**src/design/ppf_pkg.sv**
```systemverilog
// Register map, reset values and field positions of the port pin function block
package ppf_pkg;
  // Printed offsets are not all multiples of four: each is a word index
  localparam logic [31:0] ANALOG_PORT_LATCH_LOW_IDX       = 32'hfffff40e;
  localparam logic [31:0] ANALOG_PORT_LATCH_HIGH_IDX      = 32'hfffff40f;
  localparam logic [31:0] ANALOG_PORT_DIRECTION_LOW_IDX   = 32'hfffff42e;
  localparam logic [31:0] ANALOG_PORT_DIRECTION_HIGH_IDX  = 32'hfffff42f;
  localparam logic [31:0] TIMER_PIN_FUNCTION_SEL_HIGH_IDX = 32'hfffff46d;
  localparam logic [31:0] PIN_ALTERNATE_MODE_IDX          = 32'hfffff44c;
  localparam logic [31:0] PIN_ALTERNATE_MODE_UPPER_IDX    = 32'hfffff44d;
  localparam logic [31:0] PIN_OUTPUT_TYPE_IDX             = 32'hfffffc6c;
  localparam logic [31:0] PIN_OUTPUT_TYPE_UPPER_IDX       = 32'hfffffc6d;
  localparam logic [31:0] TWO_PIN_LATCH_IDX               = 32'hfffff410;
  localparam logic [31:0] TWO_PIN_DIRECTION_IDX           = 32'hfffff430;

  // Reset values
  localparam logic [15:0] PIN_ALTERNATE_MODE_RST = 16'h0000;
  localparam logic [15:0] PIN_OUTPUT_TYPE_RST    = 16'h0000;
  localparam logic [7:0]  TIMER_FUNC_SEL_RST     = 8'h00;
  localparam logic [7:0]  ANALOG_LATCH_RST       = 8'h00;
  localparam logic [7:0]  ANALOG_DIRECTION_RST   = 8'hff;
  localparam logic [1:0]  TWO_PIN_LATCH_RST      = 2'h0;
  localparam logic [1:0]  TWO_PIN_DIRECTION_RST  = 2'h3;

  // Writable bits; pins fourteen and fifteen have no alternate function
  localparam logic [15:0] PIN_ALTERNATE_MODE_MASK = 16'h3fff;
  localparam logic [7:0]  TIMER_FUNC_SEL_MASK     = 8'h32;

  // Pin positions on the first port
  localparam int RT_PIN_LAST       = 5;
  localparam int SERIAL_IN_BIT     = 6;
  localparam int SERIAL_OUT_BIT    = 7;
  localparam int SERIAL_CLOCK_BIT  = 8;
  localparam int TIMER_B0_BIT      = 9;
  localparam int TIMER_B1_IN_BIT   = 10;
  localparam int TIMER_B1_OUT_BIT  = 11;
  localparam int TIMER_C0_BIT      = 12;
  localparam int TIMER_C1_BIT      = 13;
  // Field positions inside the timer function select high byte
  localparam int FSEL_B0_POS = 1;
  localparam int FSEL_C0_POS = 4;
  localparam int FSEL_C1_POS = 5;
endpackage

```
**src/design/ppf_port_pin_function.sv**
```systemverilog
// Port pin function select, output type and analog-shared port registers with APB access
`timescale 1ns/100ps
`default_nettype none

// Operation
// Pin ten mode bit: clear gives general I/O, set gives capture input.
// Pin nine mode bit: clear gives general I/O, set gives timer capture/output.
// Pins six to eight mode bits connect serial data in, out and clock.
// Mode register takes whole 16-bit access plus separate upper and lower bytes.
// Bits 8 to 15 appear as bits 0 to 7 of the upper-byte register.
// Pin thirteen select bit: 0 capture input, 1 timer output.
// Pin twelve select bit: 0 capture input, 1 timer output.
// Output type bit: 0 push-pull, 1 open-drain, sixteen bits.
// Software sets open-drain when the pin is pulled up externally.
// Output type register takes 16-bit access plus separate byte halves.
// Analog port latch bits drive pins in output mode, reset zero.
// Software avoids latch access during an analog conversion.
// Analog port registers refuse 16-bit access, allow byte access only.
// Analog port direction bit: 0 output, 1 input, reset all ones.
// Software sets direction to input before analog channel use.
// Two-pin port with per-pin direction control.
// In alternate mode the peripheral path controls the pin.
module ppf_port_pin_function (
  input  wire logic        ref_clk,
  input  wire logic        rst_n,
  input  wire logic        psel,
  input  wire logic        penable,
  input  wire logic        pwrite,
  input  wire logic [31:0] paddr,
  input  wire logic [31:0] pwdata,
  input  wire logic [3:0]  pstrb,
  output logic      [31:0] prdata,
  output logic             pready,
  output logic             pslverr,
  input  wire logic [15:0] gpioLatch6,
  input  wire logic [15:0] gpioDir6,
  input  wire logic [15:0] pinIn6,
  output logic      [15:0] pinOut6,
  output logic      [15:0] pinOe6,
  input  wire logic [5:0]  realtimeOutputPin,
  input  wire logic        serialDataOutPin,
  input  wire logic        serialClockOut,
  input  wire logic        serialClockOe,
  output logic             serialDataInPin,
  output logic             serialClockIn,
  input  wire logic        timerOutputB0,
  input  wire logic        timerOutputB1,
  input  wire logic        timerOutputC0,
  input  wire logic        timerOutputC1,
  output logic             timerCaptureInputB0,
  output logic             timerCaptureInputB1,
  output logic             timerCaptureInputC0,
  output logic             timerCaptureInputC1,
  input  wire logic [15:0] analogPortPinIn,
  output logic      [15:0] analogPortPinOut,
  output logic      [15:0] analogPortPinOe,
  output logic      [15:0] analogInputChannel,
  input  wire logic [1:0]  twoPinIn,
  output logic      [1:0]  twoPinOut,
  output logic      [1:0]  twoPinOe
);

  function automatic logic hit(input logic [31:0] addr, input logic [31:0] idx);
    hit = (addr == {idx[29:0], 2'h0});
  endfunction

  // Byte lane merge of a write into an 8-bit field
  function automatic logic [7:0] laneMerge(input logic [7:0] old, input logic [7:0] data, input logic en);
    laneMerge = en ? data : old;
  endfunction

  logic [15:0] pinAltMode_q;
  logic [15:0] pinOutType_q;
  logic [7:0]  timerFuncSel_q;
  logic [15:0] analogLatch_q;
  logic [15:0] analogDir_q;
  logic [1:0]  twoPinLatch_q;
  logic [1:0]  twoPinDir_q;
  logic [31:0] prdata_q;
  logic [31:0] rdData_d;
  logic        pready_q;
  logic        pslverr_q;
  logic        mapped_d;
  logic        refuse_d;
  logic        wrEn;
  logic        byteOnly;
  logic [15:0] altOut;
  logic [15:0] altDrive;
  logic [15:0] srcOut;
  logic [15:0] srcDrive;
  logic [15:0] pinOut6_q;
  logic [15:0] pinOe6_q;
  logic        serialDataIn_q;
  logic        serialClockIn_q;
  logic [3:0]  capture_q;
  logic [15:0] analogOut_q;
  logic [15:0] analogOe_q;
  logic [15:0] analogChan_q;
  logic [1:0]  twoOut_q;
  logic [1:0]  twoOe_q;

  // Write lands at the edge that completes the access phase
  assign wrEn     = psel && penable && pready_q && pwrite && !pslverr_q;
  // Byte-only registers accept lane 0 alone
  assign byteOnly = (pstrb[3:1] == 3'h0);

  // Address decode, read data and refusal, prepared in the setup cycle
  always_comb begin
    rdData_d = 32'h0;
    mapped_d = 1'b1;
    refuse_d = 1'b0;
    // whole mode word
    if (hit(paddr, ppf_pkg::PIN_ALTERNATE_MODE_IDX)) begin
      rdData_d = {16'h0, pinAltMode_q};
    // upper byte view
    end else if (hit(paddr, ppf_pkg::PIN_ALTERNATE_MODE_UPPER_IDX)) begin
      rdData_d = {24'h0, pinAltMode_q[15:8]};
    // output type word
    end else if (hit(paddr, ppf_pkg::PIN_OUTPUT_TYPE_IDX)) begin
      rdData_d = {16'h0, pinOutType_q};
    end else if (hit(paddr, ppf_pkg::PIN_OUTPUT_TYPE_UPPER_IDX)) begin
      rdData_d = {24'h0, pinOutType_q[15:8]};
    end else if (hit(paddr, ppf_pkg::TIMER_PIN_FUNCTION_SEL_HIGH_IDX)) begin
      rdData_d = {24'h0, timerFuncSel_q};
    end else if (hit(paddr, ppf_pkg::ANALOG_PORT_LATCH_LOW_IDX)) begin
      rdData_d = {24'h0, analogLatch_q[7:0]};
      refuse_d = pwrite && !byteOnly;
    end else if (hit(paddr, ppf_pkg::ANALOG_PORT_LATCH_HIGH_IDX)) begin
      rdData_d = {24'h0, analogLatch_q[15:8]};
      refuse_d = pwrite && !byteOnly;
    end else if (hit(paddr, ppf_pkg::ANALOG_PORT_DIRECTION_LOW_IDX)) begin
      rdData_d = {24'h0, analogDir_q[7:0]};
      refuse_d = pwrite && !byteOnly;
    end else if (hit(paddr, ppf_pkg::ANALOG_PORT_DIRECTION_HIGH_IDX)) begin
      rdData_d = {24'h0, analogDir_q[15:8]};
      refuse_d = pwrite && !byteOnly;
    end else if (hit(paddr, ppf_pkg::TWO_PIN_LATCH_IDX)) begin
      rdData_d = {30'h0, twoPinLatch_q};
    end else if (hit(paddr, ppf_pkg::TWO_PIN_DIRECTION_IDX)) begin
      rdData_d = {30'h0, twoPinDir_q};
    end else begin
      mapped_d = 1'b0;
    end
  end

  // One wait-free access cycle: answer registered in the setup cycle
  always_ff @(posedge ref_clk) begin
    if (!rst_n) begin
      pready_q  <= 1'b0;
      pslverr_q <= 1'b0;
      prdata_q  <= 32'h0;
    end else if (psel && !penable) begin
      pready_q  <= 1'b1;
      // refuse wide writes
      pslverr_q <= !mapped_d || refuse_d;
      prdata_q  <= (mapped_d && !pwrite) ? rdData_d : 32'h0;
    end else begin
      pready_q  <= 1'b0;
      pslverr_q <= 1'b0;
      prdata_q  <= 32'h0;
    end
  end

  always_ff @(posedge ref_clk) begin
    if (!rst_n) begin
      pinAltMode_q <= ppf_pkg::PIN_ALTERNATE_MODE_RST;
    end else if (wrEn && hit(paddr, ppf_pkg::PIN_ALTERNATE_MODE_IDX)) begin
      // byte lanes of the whole word
      pinAltMode_q <= {laneMerge(pinAltMode_q[15:8], pwdata[15:8], pstrb[1]),
                       laneMerge(pinAltMode_q[7:0], pwdata[7:0], pstrb[0])} & ppf_pkg::PIN_ALTERNATE_MODE_MASK;
    end else if (wrEn && hit(paddr, ppf_pkg::PIN_ALTERNATE_MODE_UPPER_IDX)) begin
      // upper byte sits in lane 0
      pinAltMode_q[15:8] <= laneMerge(pinAltMode_q[15:8], pwdata[7:0], pstrb[0])
                            & ppf_pkg::PIN_ALTERNATE_MODE_MASK[15:8];
    end
  end

  always_ff @(posedge ref_clk) begin
    if (!rst_n) begin
      pinOutType_q <= ppf_pkg::PIN_OUTPUT_TYPE_RST;
    end else if (wrEn && hit(paddr, ppf_pkg::PIN_OUTPUT_TYPE_IDX)) begin
      // whole word or either byte lane
      pinOutType_q <= {laneMerge(pinOutType_q[15:8], pwdata[15:8], pstrb[1]),
                       laneMerge(pinOutType_q[7:0], pwdata[7:0], pstrb[0])};
    end else if (wrEn && hit(paddr, ppf_pkg::PIN_OUTPUT_TYPE_UPPER_IDX)) begin
      pinOutType_q[15:8] <= laneMerge(pinOutType_q[15:8], pwdata[7:0], pstrb[0]);
    end
  end

  always_ff @(posedge ref_clk) begin
    if (!rst_n) begin
      timerFuncSel_q <= ppf_pkg::TIMER_FUNC_SEL_RST;
    end else if (wrEn && hit(paddr, ppf_pkg::TIMER_PIN_FUNCTION_SEL_HIGH_IDX)) begin
      timerFuncSel_q <= laneMerge(timerFuncSel_q, pwdata[7:0], pstrb[0]) & ppf_pkg::TIMER_FUNC_SEL_MASK;
    end
  end

  // analog port latch halves
  always_ff @(posedge ref_clk) begin
    if (!rst_n) begin
      analogLatch_q <= {ppf_pkg::ANALOG_LATCH_RST, ppf_pkg::ANALOG_LATCH_RST};
    end else if (wrEn && hit(paddr, ppf_pkg::ANALOG_PORT_LATCH_LOW_IDX)) begin
      analogLatch_q[7:0] <= pwdata[7:0];
    end else if (wrEn && hit(paddr, ppf_pkg::ANALOG_PORT_LATCH_HIGH_IDX)) begin
      analogLatch_q[15:8] <= pwdata[7:0];
    end
  end

  // analog port direction halves
  always_ff @(posedge ref_clk) begin
    if (!rst_n) begin
      analogDir_q <= {ppf_pkg::ANALOG_DIRECTION_RST, ppf_pkg::ANALOG_DIRECTION_RST};
    end else if (wrEn && hit(paddr, ppf_pkg::ANALOG_PORT_DIRECTION_LOW_IDX)) begin
      analogDir_q[7:0] <= pwdata[7:0];
    end else if (wrEn && hit(paddr, ppf_pkg::ANALOG_PORT_DIRECTION_HIGH_IDX)) begin
      analogDir_q[15:8] <= pwdata[7:0];
    end
  end

  // two-pin port latch and direction
  always_ff @(posedge ref_clk) begin
    if (!rst_n) begin
      twoPinLatch_q <= ppf_pkg::TWO_PIN_LATCH_RST;
      twoPinDir_q   <= ppf_pkg::TWO_PIN_DIRECTION_RST;
    end else if (wrEn && hit(paddr, ppf_pkg::TWO_PIN_LATCH_IDX) && pstrb[0]) begin
      twoPinLatch_q <= pwdata[1:0];
    end else if (wrEn && hit(paddr, ppf_pkg::TWO_PIN_DIRECTION_IDX) && pstrb[0]) begin
      twoPinDir_q <= pwdata[1:0];
    end
  end

  // Peripheral side of each pin in alternate mode
  always_comb begin
    altOut   = 16'h0;
    altDrive = 16'h0;
    altOut[ppf_pkg::RT_PIN_LAST:0]   = realtimeOutputPin;
    altDrive[ppf_pkg::RT_PIN_LAST:0] = 6'h3f;
    // serial data out and clock
    altOut[ppf_pkg::SERIAL_OUT_BIT]     = serialDataOutPin;
    altDrive[ppf_pkg::SERIAL_OUT_BIT]   = 1'b1;
    altOut[ppf_pkg::SERIAL_CLOCK_BIT]   = serialClockOut;
    altDrive[ppf_pkg::SERIAL_CLOCK_BIT] = serialClockOe;
    // pin nine timer output only when selected; pin eleven always drives
    altOut[ppf_pkg::TIMER_B0_BIT]     = timerOutputB0;
    altDrive[ppf_pkg::TIMER_B0_BIT]   = timerFuncSel_q[ppf_pkg::FSEL_B0_POS];
    altOut[ppf_pkg::TIMER_B1_OUT_BIT]   = timerOutputB1;
    altDrive[ppf_pkg::TIMER_B1_OUT_BIT] = 1'b1;
    // pin twelve output select
    altOut[ppf_pkg::TIMER_C0_BIT]   = timerOutputC0;
    altDrive[ppf_pkg::TIMER_C0_BIT] = timerFuncSel_q[ppf_pkg::FSEL_C0_POS];
    // pin thirteen output select
    altOut[ppf_pkg::TIMER_C1_BIT]   = timerOutputC1;
    altDrive[ppf_pkg::TIMER_C1_BIT] = timerFuncSel_q[ppf_pkg::FSEL_C1_POS];
    // mode bit picks peripheral or port
    srcOut   = (pinAltMode_q & altOut) | (~pinAltMode_q & gpioLatch6);
    srcDrive = (pinAltMode_q & altDrive) | (~pinAltMode_q & ~gpioDir6);
  end

  // open-drain only ever pulls low
  always_ff @(posedge ref_clk) begin
    if (!rst_n) begin
      pinOut6_q <= 16'h0;
      pinOe6_q  <= 16'h0;
    end else begin
      pinOut6_q <= srcOut & ~pinOutType_q;
      pinOe6_q  <= srcDrive & ~(pinOutType_q & srcOut);
    end
  end

  // Inputs to peripherals read low unless routed
  always_ff @(posedge ref_clk) begin
    if (!rst_n) begin
      serialDataIn_q  <= 1'b0;
      serialClockIn_q <= 1'b0;
      capture_q       <= 4'h0;
    end else begin
      // serial data and clock inputs
      serialDataIn_q  <= pinAltMode_q[ppf_pkg::SERIAL_IN_BIT] & pinIn6[ppf_pkg::SERIAL_IN_BIT];
      serialClockIn_q <= pinAltMode_q[ppf_pkg::SERIAL_CLOCK_BIT] & pinIn6[ppf_pkg::SERIAL_CLOCK_BIT];
      // capture input on pin nine
      capture_q[0] <= pinAltMode_q[ppf_pkg::TIMER_B0_BIT] & ~timerFuncSel_q[ppf_pkg::FSEL_B0_POS]
                      & pinIn6[ppf_pkg::TIMER_B0_BIT];
      // capture input on pin ten
      capture_q[1] <= pinAltMode_q[ppf_pkg::TIMER_B1_IN_BIT] & pinIn6[ppf_pkg::TIMER_B1_IN_BIT];
      // capture input on pin twelve
      capture_q[2] <= pinAltMode_q[ppf_pkg::TIMER_C0_BIT] & ~timerFuncSel_q[ppf_pkg::FSEL_C0_POS]
                      & pinIn6[ppf_pkg::TIMER_C0_BIT];
      // capture input on pin thirteen
      capture_q[3] <= pinAltMode_q[ppf_pkg::TIMER_C1_BIT] & ~timerFuncSel_q[ppf_pkg::FSEL_C1_POS]
                      & pinIn6[ppf_pkg::TIMER_C1_BIT];
    end
  end

  // Analog channel sees the pin only in input mode, so driven levels never feed the converter
  always_ff @(posedge ref_clk) begin
    if (!rst_n) begin
      analogOut_q  <= 16'h0;
      analogOe_q   <= 16'h0;
      analogChan_q <= 16'h0;
      twoOut_q     <= 2'h0;
      twoOe_q      <= 2'h0;
    end else begin
      // latch drives in output mode
      analogOut_q  <= analogLatch_q;
      // direction zero enables the driver
      analogOe_q   <= ~analogDir_q;
      analogChan_q <= analogDir_q & analogPortPinIn;
      // per-pin direction
      twoOut_q     <= twoPinLatch_q;
      twoOe_q      <= ~twoPinDir_q;
    end
  end

  assign prdata              = prdata_q;
  assign pready              = pready_q;
  assign pslverr             = pslverr_q;
  assign pinOut6             = pinOut6_q;
  assign pinOe6              = pinOe6_q;
  assign serialDataInPin     = serialDataIn_q;
  assign serialClockIn       = serialClockIn_q;
  assign timerCaptureInputB0 = capture_q[0];
  assign timerCaptureInputB1 = capture_q[1];
  assign timerCaptureInputC0 = capture_q[2];
  assign timerCaptureInputC1 = capture_q[3];
  assign analogPortPinOut    = analogOut_q;
  assign analogPortPinOe     = analogOe_q;
  assign analogInputChannel  = analogChan_q;
  assign twoPinOut           = twoOut_q;
  assign twoPinOe            = twoOe_q;
endmodule // ppf_port_pin_function

`default_nettype wire

```
**config.mk**
```make
export PLATFORM = sky130hd
export DESIGN_NAME = ppf_port_pin_function
export DESIGN_NICKNAME = d
export VERILOG_FILES = /design/src/design/ppf_pkg.sv /design/src/design/ppf_port_pin_function.sv
export SDC_FILE = /design/constraint.sdc
export NUM_CORES = 1
export LEC_CHECK = 0
export BUFFER_PORTS_ARGS = -buffer_cell sky130_fd_sc_hd__clkbuf_2
export CAP_MARGIN = 20
export CELL_PAD_IN_SITES_DETAIL_PLACEMENT = 0
export CELL_PAD_IN_SITES_GLOBAL_PLACEMENT = 1
export CORE_ASPECT_RATIO = 0.9
export CORE_MARGIN = 2
export CORE_UTILIZATION = 35
export DETAILED_ROUTE_END_ITERATION = 10
export GPL_TIMING_DRIVEN = 0
export PLACE_DENSITY = 0.77
export SETUP_SLACK_MARGIN = 0.1
export SKIP_LAST_GASP = 1
export SYNTH_ARGS = -nofsm -noshare
export SYNTH_HDL_FRONTEND = slang
export SYNTH_SLANG_ARGS = --single-unit
```
**constraint.sdc**
```tcl
create_clock -name ref_clk -period 2.55 [get_ports ref_clk]
set_clock_uncertainty 0.2 [all_clocks]
set_input_delay 0.1275 -clock ref_clk [delete_from_list [all_inputs] [get_ports ref_clk]]
set_output_delay 0.1275 -clock ref_clk [all_outputs]
set_load 0.005 [all_outputs]
```
==> results.yml <==
outcome:
  status: "complete, no violations"
placed_design:
  io_buffer_count: 225
  dpl_worst_slack_ns: -0.7069
  dp_hpwl_mm: 19.20
  gp_congestion: 0.9090
route:
  routed.top_layer: "met4"
  dr_wl_met2_mm: 11.86
  route.detailed.drc: 0
  drtIter0Drc: 537
  dr.pass1.iters: 5
  drt.antenna.violating_nets: 0
  met1_length_mm: 11.47
  wirelength_mm: 26.35
  wl_met3_mm: 2.242
  detail_route.wl_per_cell_um: 18.64
  dr_total_vias: 7391
  via_per_inst: 5.231
power_and_ir_drop:
  p_per_area_nw_per_um2: 578.4
  vdd_drop_max_v: 0.0003329
  p_total_w: 0.005976
  leakagePower_nw: 4.584
grt:
  grt_pass1_vias: 7212
  antenna_found_initial: 0
  grt-ovfl-total: 0
  grt_max_degree: 19
  grt_pass1_wl_mm: 39.91
  track_usage: 0.2397
hold_path:
  hold_path_depth: 3
  whs_endpoint: "pslverr"
  hold_class: "primary input to register"
  holdCritStartpoint: "pstrb[2]"
clocking:
  clk-insertion-delay-late_ns: 0.44
  htree_num_levels: 4
  cts_num_sinks: 177
  clk_pin_slew_ns: 0.07
  cts_root_buffer: "clkbuf_16"
  clockBufferDepth: 2
  cts_buffers: 17
  cts_tree: "done"
timing:
  relSlewSlack: 0.4778
  setup_tns_ns: 0
  tightest_slew_ns: 0.7833
  drv_slew: 0
  setup_viol: 0
  period_needed_ns: 2.434
  setup_ws_ns: 0.1160
  rsz0062_at_grt: "no"
  clock.fmax_mhz: 410.9
  period_share: 0.9545
  hold_viol: 0
yosys:
  synth.ff_latch_count: 177
  ys_seq_area_frac: 0.4931
  yosysUniqueCellTypes: 65
  avgSynthCellArea_sq_um: 9.096
  synthTopCellsByArea: "dfxtp_1 49%, mux2i_1 7.8%, nor2_1 4.0%, nand2_1 4.0%, and3_1 2.5%"
  netlist.area_leader.share: 0.4931
  synth_warnings: 0
  synth_top_cells_by_count: "177 x dfxtp_1, 77 x nor2_1, 76 x nand2_1"
  syn_area_sq_um: 7186
  yosysMostFrequentCell: "dfxtp_1"
  yosys.area.top_type: "dfxtp_1"
  async_reset_ff_frac: 0
  synth-main-ff-cell: "dfxtp_1"
  synth_edf_count: 0
  synth_cells: 790
floorplanning:
  rows: 49
  dieArea_sq_um: 21690
  coreArea_sq_um: 20050
  die_y_um: 139.9
  start_util: 0.3584
  die_x_um: 155.0
  ioPinCount: 276
worst_setup_path:
  cp_max_fo: 8
  crit_top_cell: "or4_1"
  max_stage_delay_ns: 0.68
  end_kind: "register"
  path_class: "primary input to register"
  ff2ff_path_depth: 6
  worstPathRequired_ns: 2.65
  start_kind: "primary input"
  reg2reg_to: "twoPinDir_q[0]"
  cpMaxStageDelayCell: "or4_1"
  r2r-start: "pslverr"
  startpoint: "paddr[23]"
  worstPathArrival_ns: 2.54
  r2r_slack_ns: 0.23
  path_cells: "clkbuf_2 -> nand4_1 -> or4_1 -> or4_1 -> clkbuf_1 -> and4_1 -> a311oi_1"
layout:
  nNetsFinal: 1297
  areaGrowthSynthToFinish_pct: 43.79
  drive_above_1_share: 0.2694
  fillCellCount: 1907
  n_antenna_cell: 0
run:
  drv_cap: 0
power by group:
group / total, W / switching (W) / internal (W) / leakage (nW)
Sequential: 0.00281 / 0.0000109 / 0.00280 / 1.44
Clock: 0.00264 / 0.00124 / 0.00140 / 0.290
Combinational: 0.000523 / 0.000263 / 0.000260 / 2.85
Total: 0.00598 / 0.00151 / 0.00446 / 4.58
worst max-delay path by stage:
| stage | cells after the start | endpoint |
|---|---|---|
| global placement | 7 | pinOutType_q[1] |
| finish | 7 | prdata[0] |
| floorplan | 7 | analogDir_q[8] |
| global route | 8 | analogLatch_q[3] |
| CTS | 6 | pinOutType_q[2] |
| detailed placement | 7 | pinOutType_q[2] |
flip-flops by register name, indices dropped and copies added (netlist names):
name and flops:
analogDir_q 16, analogInputChannel 16, analogLatch_q 16, analogPortPinOe 16, analogPortPinOut 16, capture_q 4
pinAltMode_q 14, pinOe6 16, pinOut6 16, pinOutType_q 16, prdata 16, pready 1
pslverr 1, serialClockIn 1, serialDataInPin 1, timerFuncSel_q 3, twoPinDir_q 2, twoPinLatch_q 2
twoPinOe 2, twoPinOut 2
layout by cell type (no fill, tap or decap), drive strengths merged, types with 4 or more instances in the layout:
cell,count
o211ai,4
nand4,19
or4,5
inv,26
nor2,77
nor3,16
mux2i,56
a22oi,6
o21a,4
and4,6
and3,29
nand2,77
nor4b,4
a311oi,5
dlygate4sd3,93
clkinv,4
o21ai,33
clkbuf,278
nor4,15
a31oi,17
conb,16
a21oi,33
a2111oi,6
and2,20
dfxtp,177
nor2b,13
a211oi,4
nand3,34
buf,34
kinds of logic after synthesis:
logic type,synth area share
buffers and inverters,0.05363
AO/OA/AOI/OAI,0.1290
flip-flops,0.4931
AND/OR/NAND/NOR,0.2457
multiplexers,0.07801
other,0.0005219
area by class of cell:
type | count | area [sq um] | area share
sequential | 177 | 3543 | 0.3429
multi-input combinational | 544 | 3383 | 0.3274
timing repair buffer | 322 | 2112 | 0.2044
clock buffer | 17 | 425.4 | 0.04117
buffer | 66 | 322.8 | 0.03124
tap | 255 | 319.1 | 0.03088
clock inverter | 15 | 162.7 | 0.01574
inverter | 17 | 63.81 | 0.006176
worst max-delay path, delay by kind of cell:
family,cells,cell delay (ns)
and+or+nand+nor,4,1.65
AOI/OAI and AO/OA,1,0.42
buffers and inverters,2,0.34
routing by layer:
layer | vias to the layer above | global-route usage
met5 | - | 0
met1 | 3447 | 0.3220
met3 | 61 | 0.05879
li1 | 3522 | -
met4 | 0 | 0.09064
met2 | 361 | 0.3733
timing repair:
action | 4_1_cts | 5_1_grt
resized for setup | 8 | 11
pin swaps | 0 | 5
endpoints found under the hold margin | 83 | 0
setup endpoints to repair | 41 | 54
setup buffers | 0 | 4
hold buffers | 93 | 0
metrics by stage:
| stage | cell area (sq um) | instances | utilization | hold slack [ns] |
|---|---|---|---|---|
| 2_1_floorplan | 7242 | 805 | - | 0.005974 |
| 3_3_place_gp | 8687 | 1285 | 0.4333 | 0.09501 |
| 3_5_place_dp | 8687 | 1285 | 0.4333 | 0.1033 |
| 4_1_cts | 10250 | 1410 | 0.5114 | 0.002826 |
| 5_1_grt | 10330 | 1413 | 0.5154 | 0.01013 |
| 6_report | 10330 | 1413 | 0.5154 | 0.01274 |
Power figures use the tool's default switching activity.
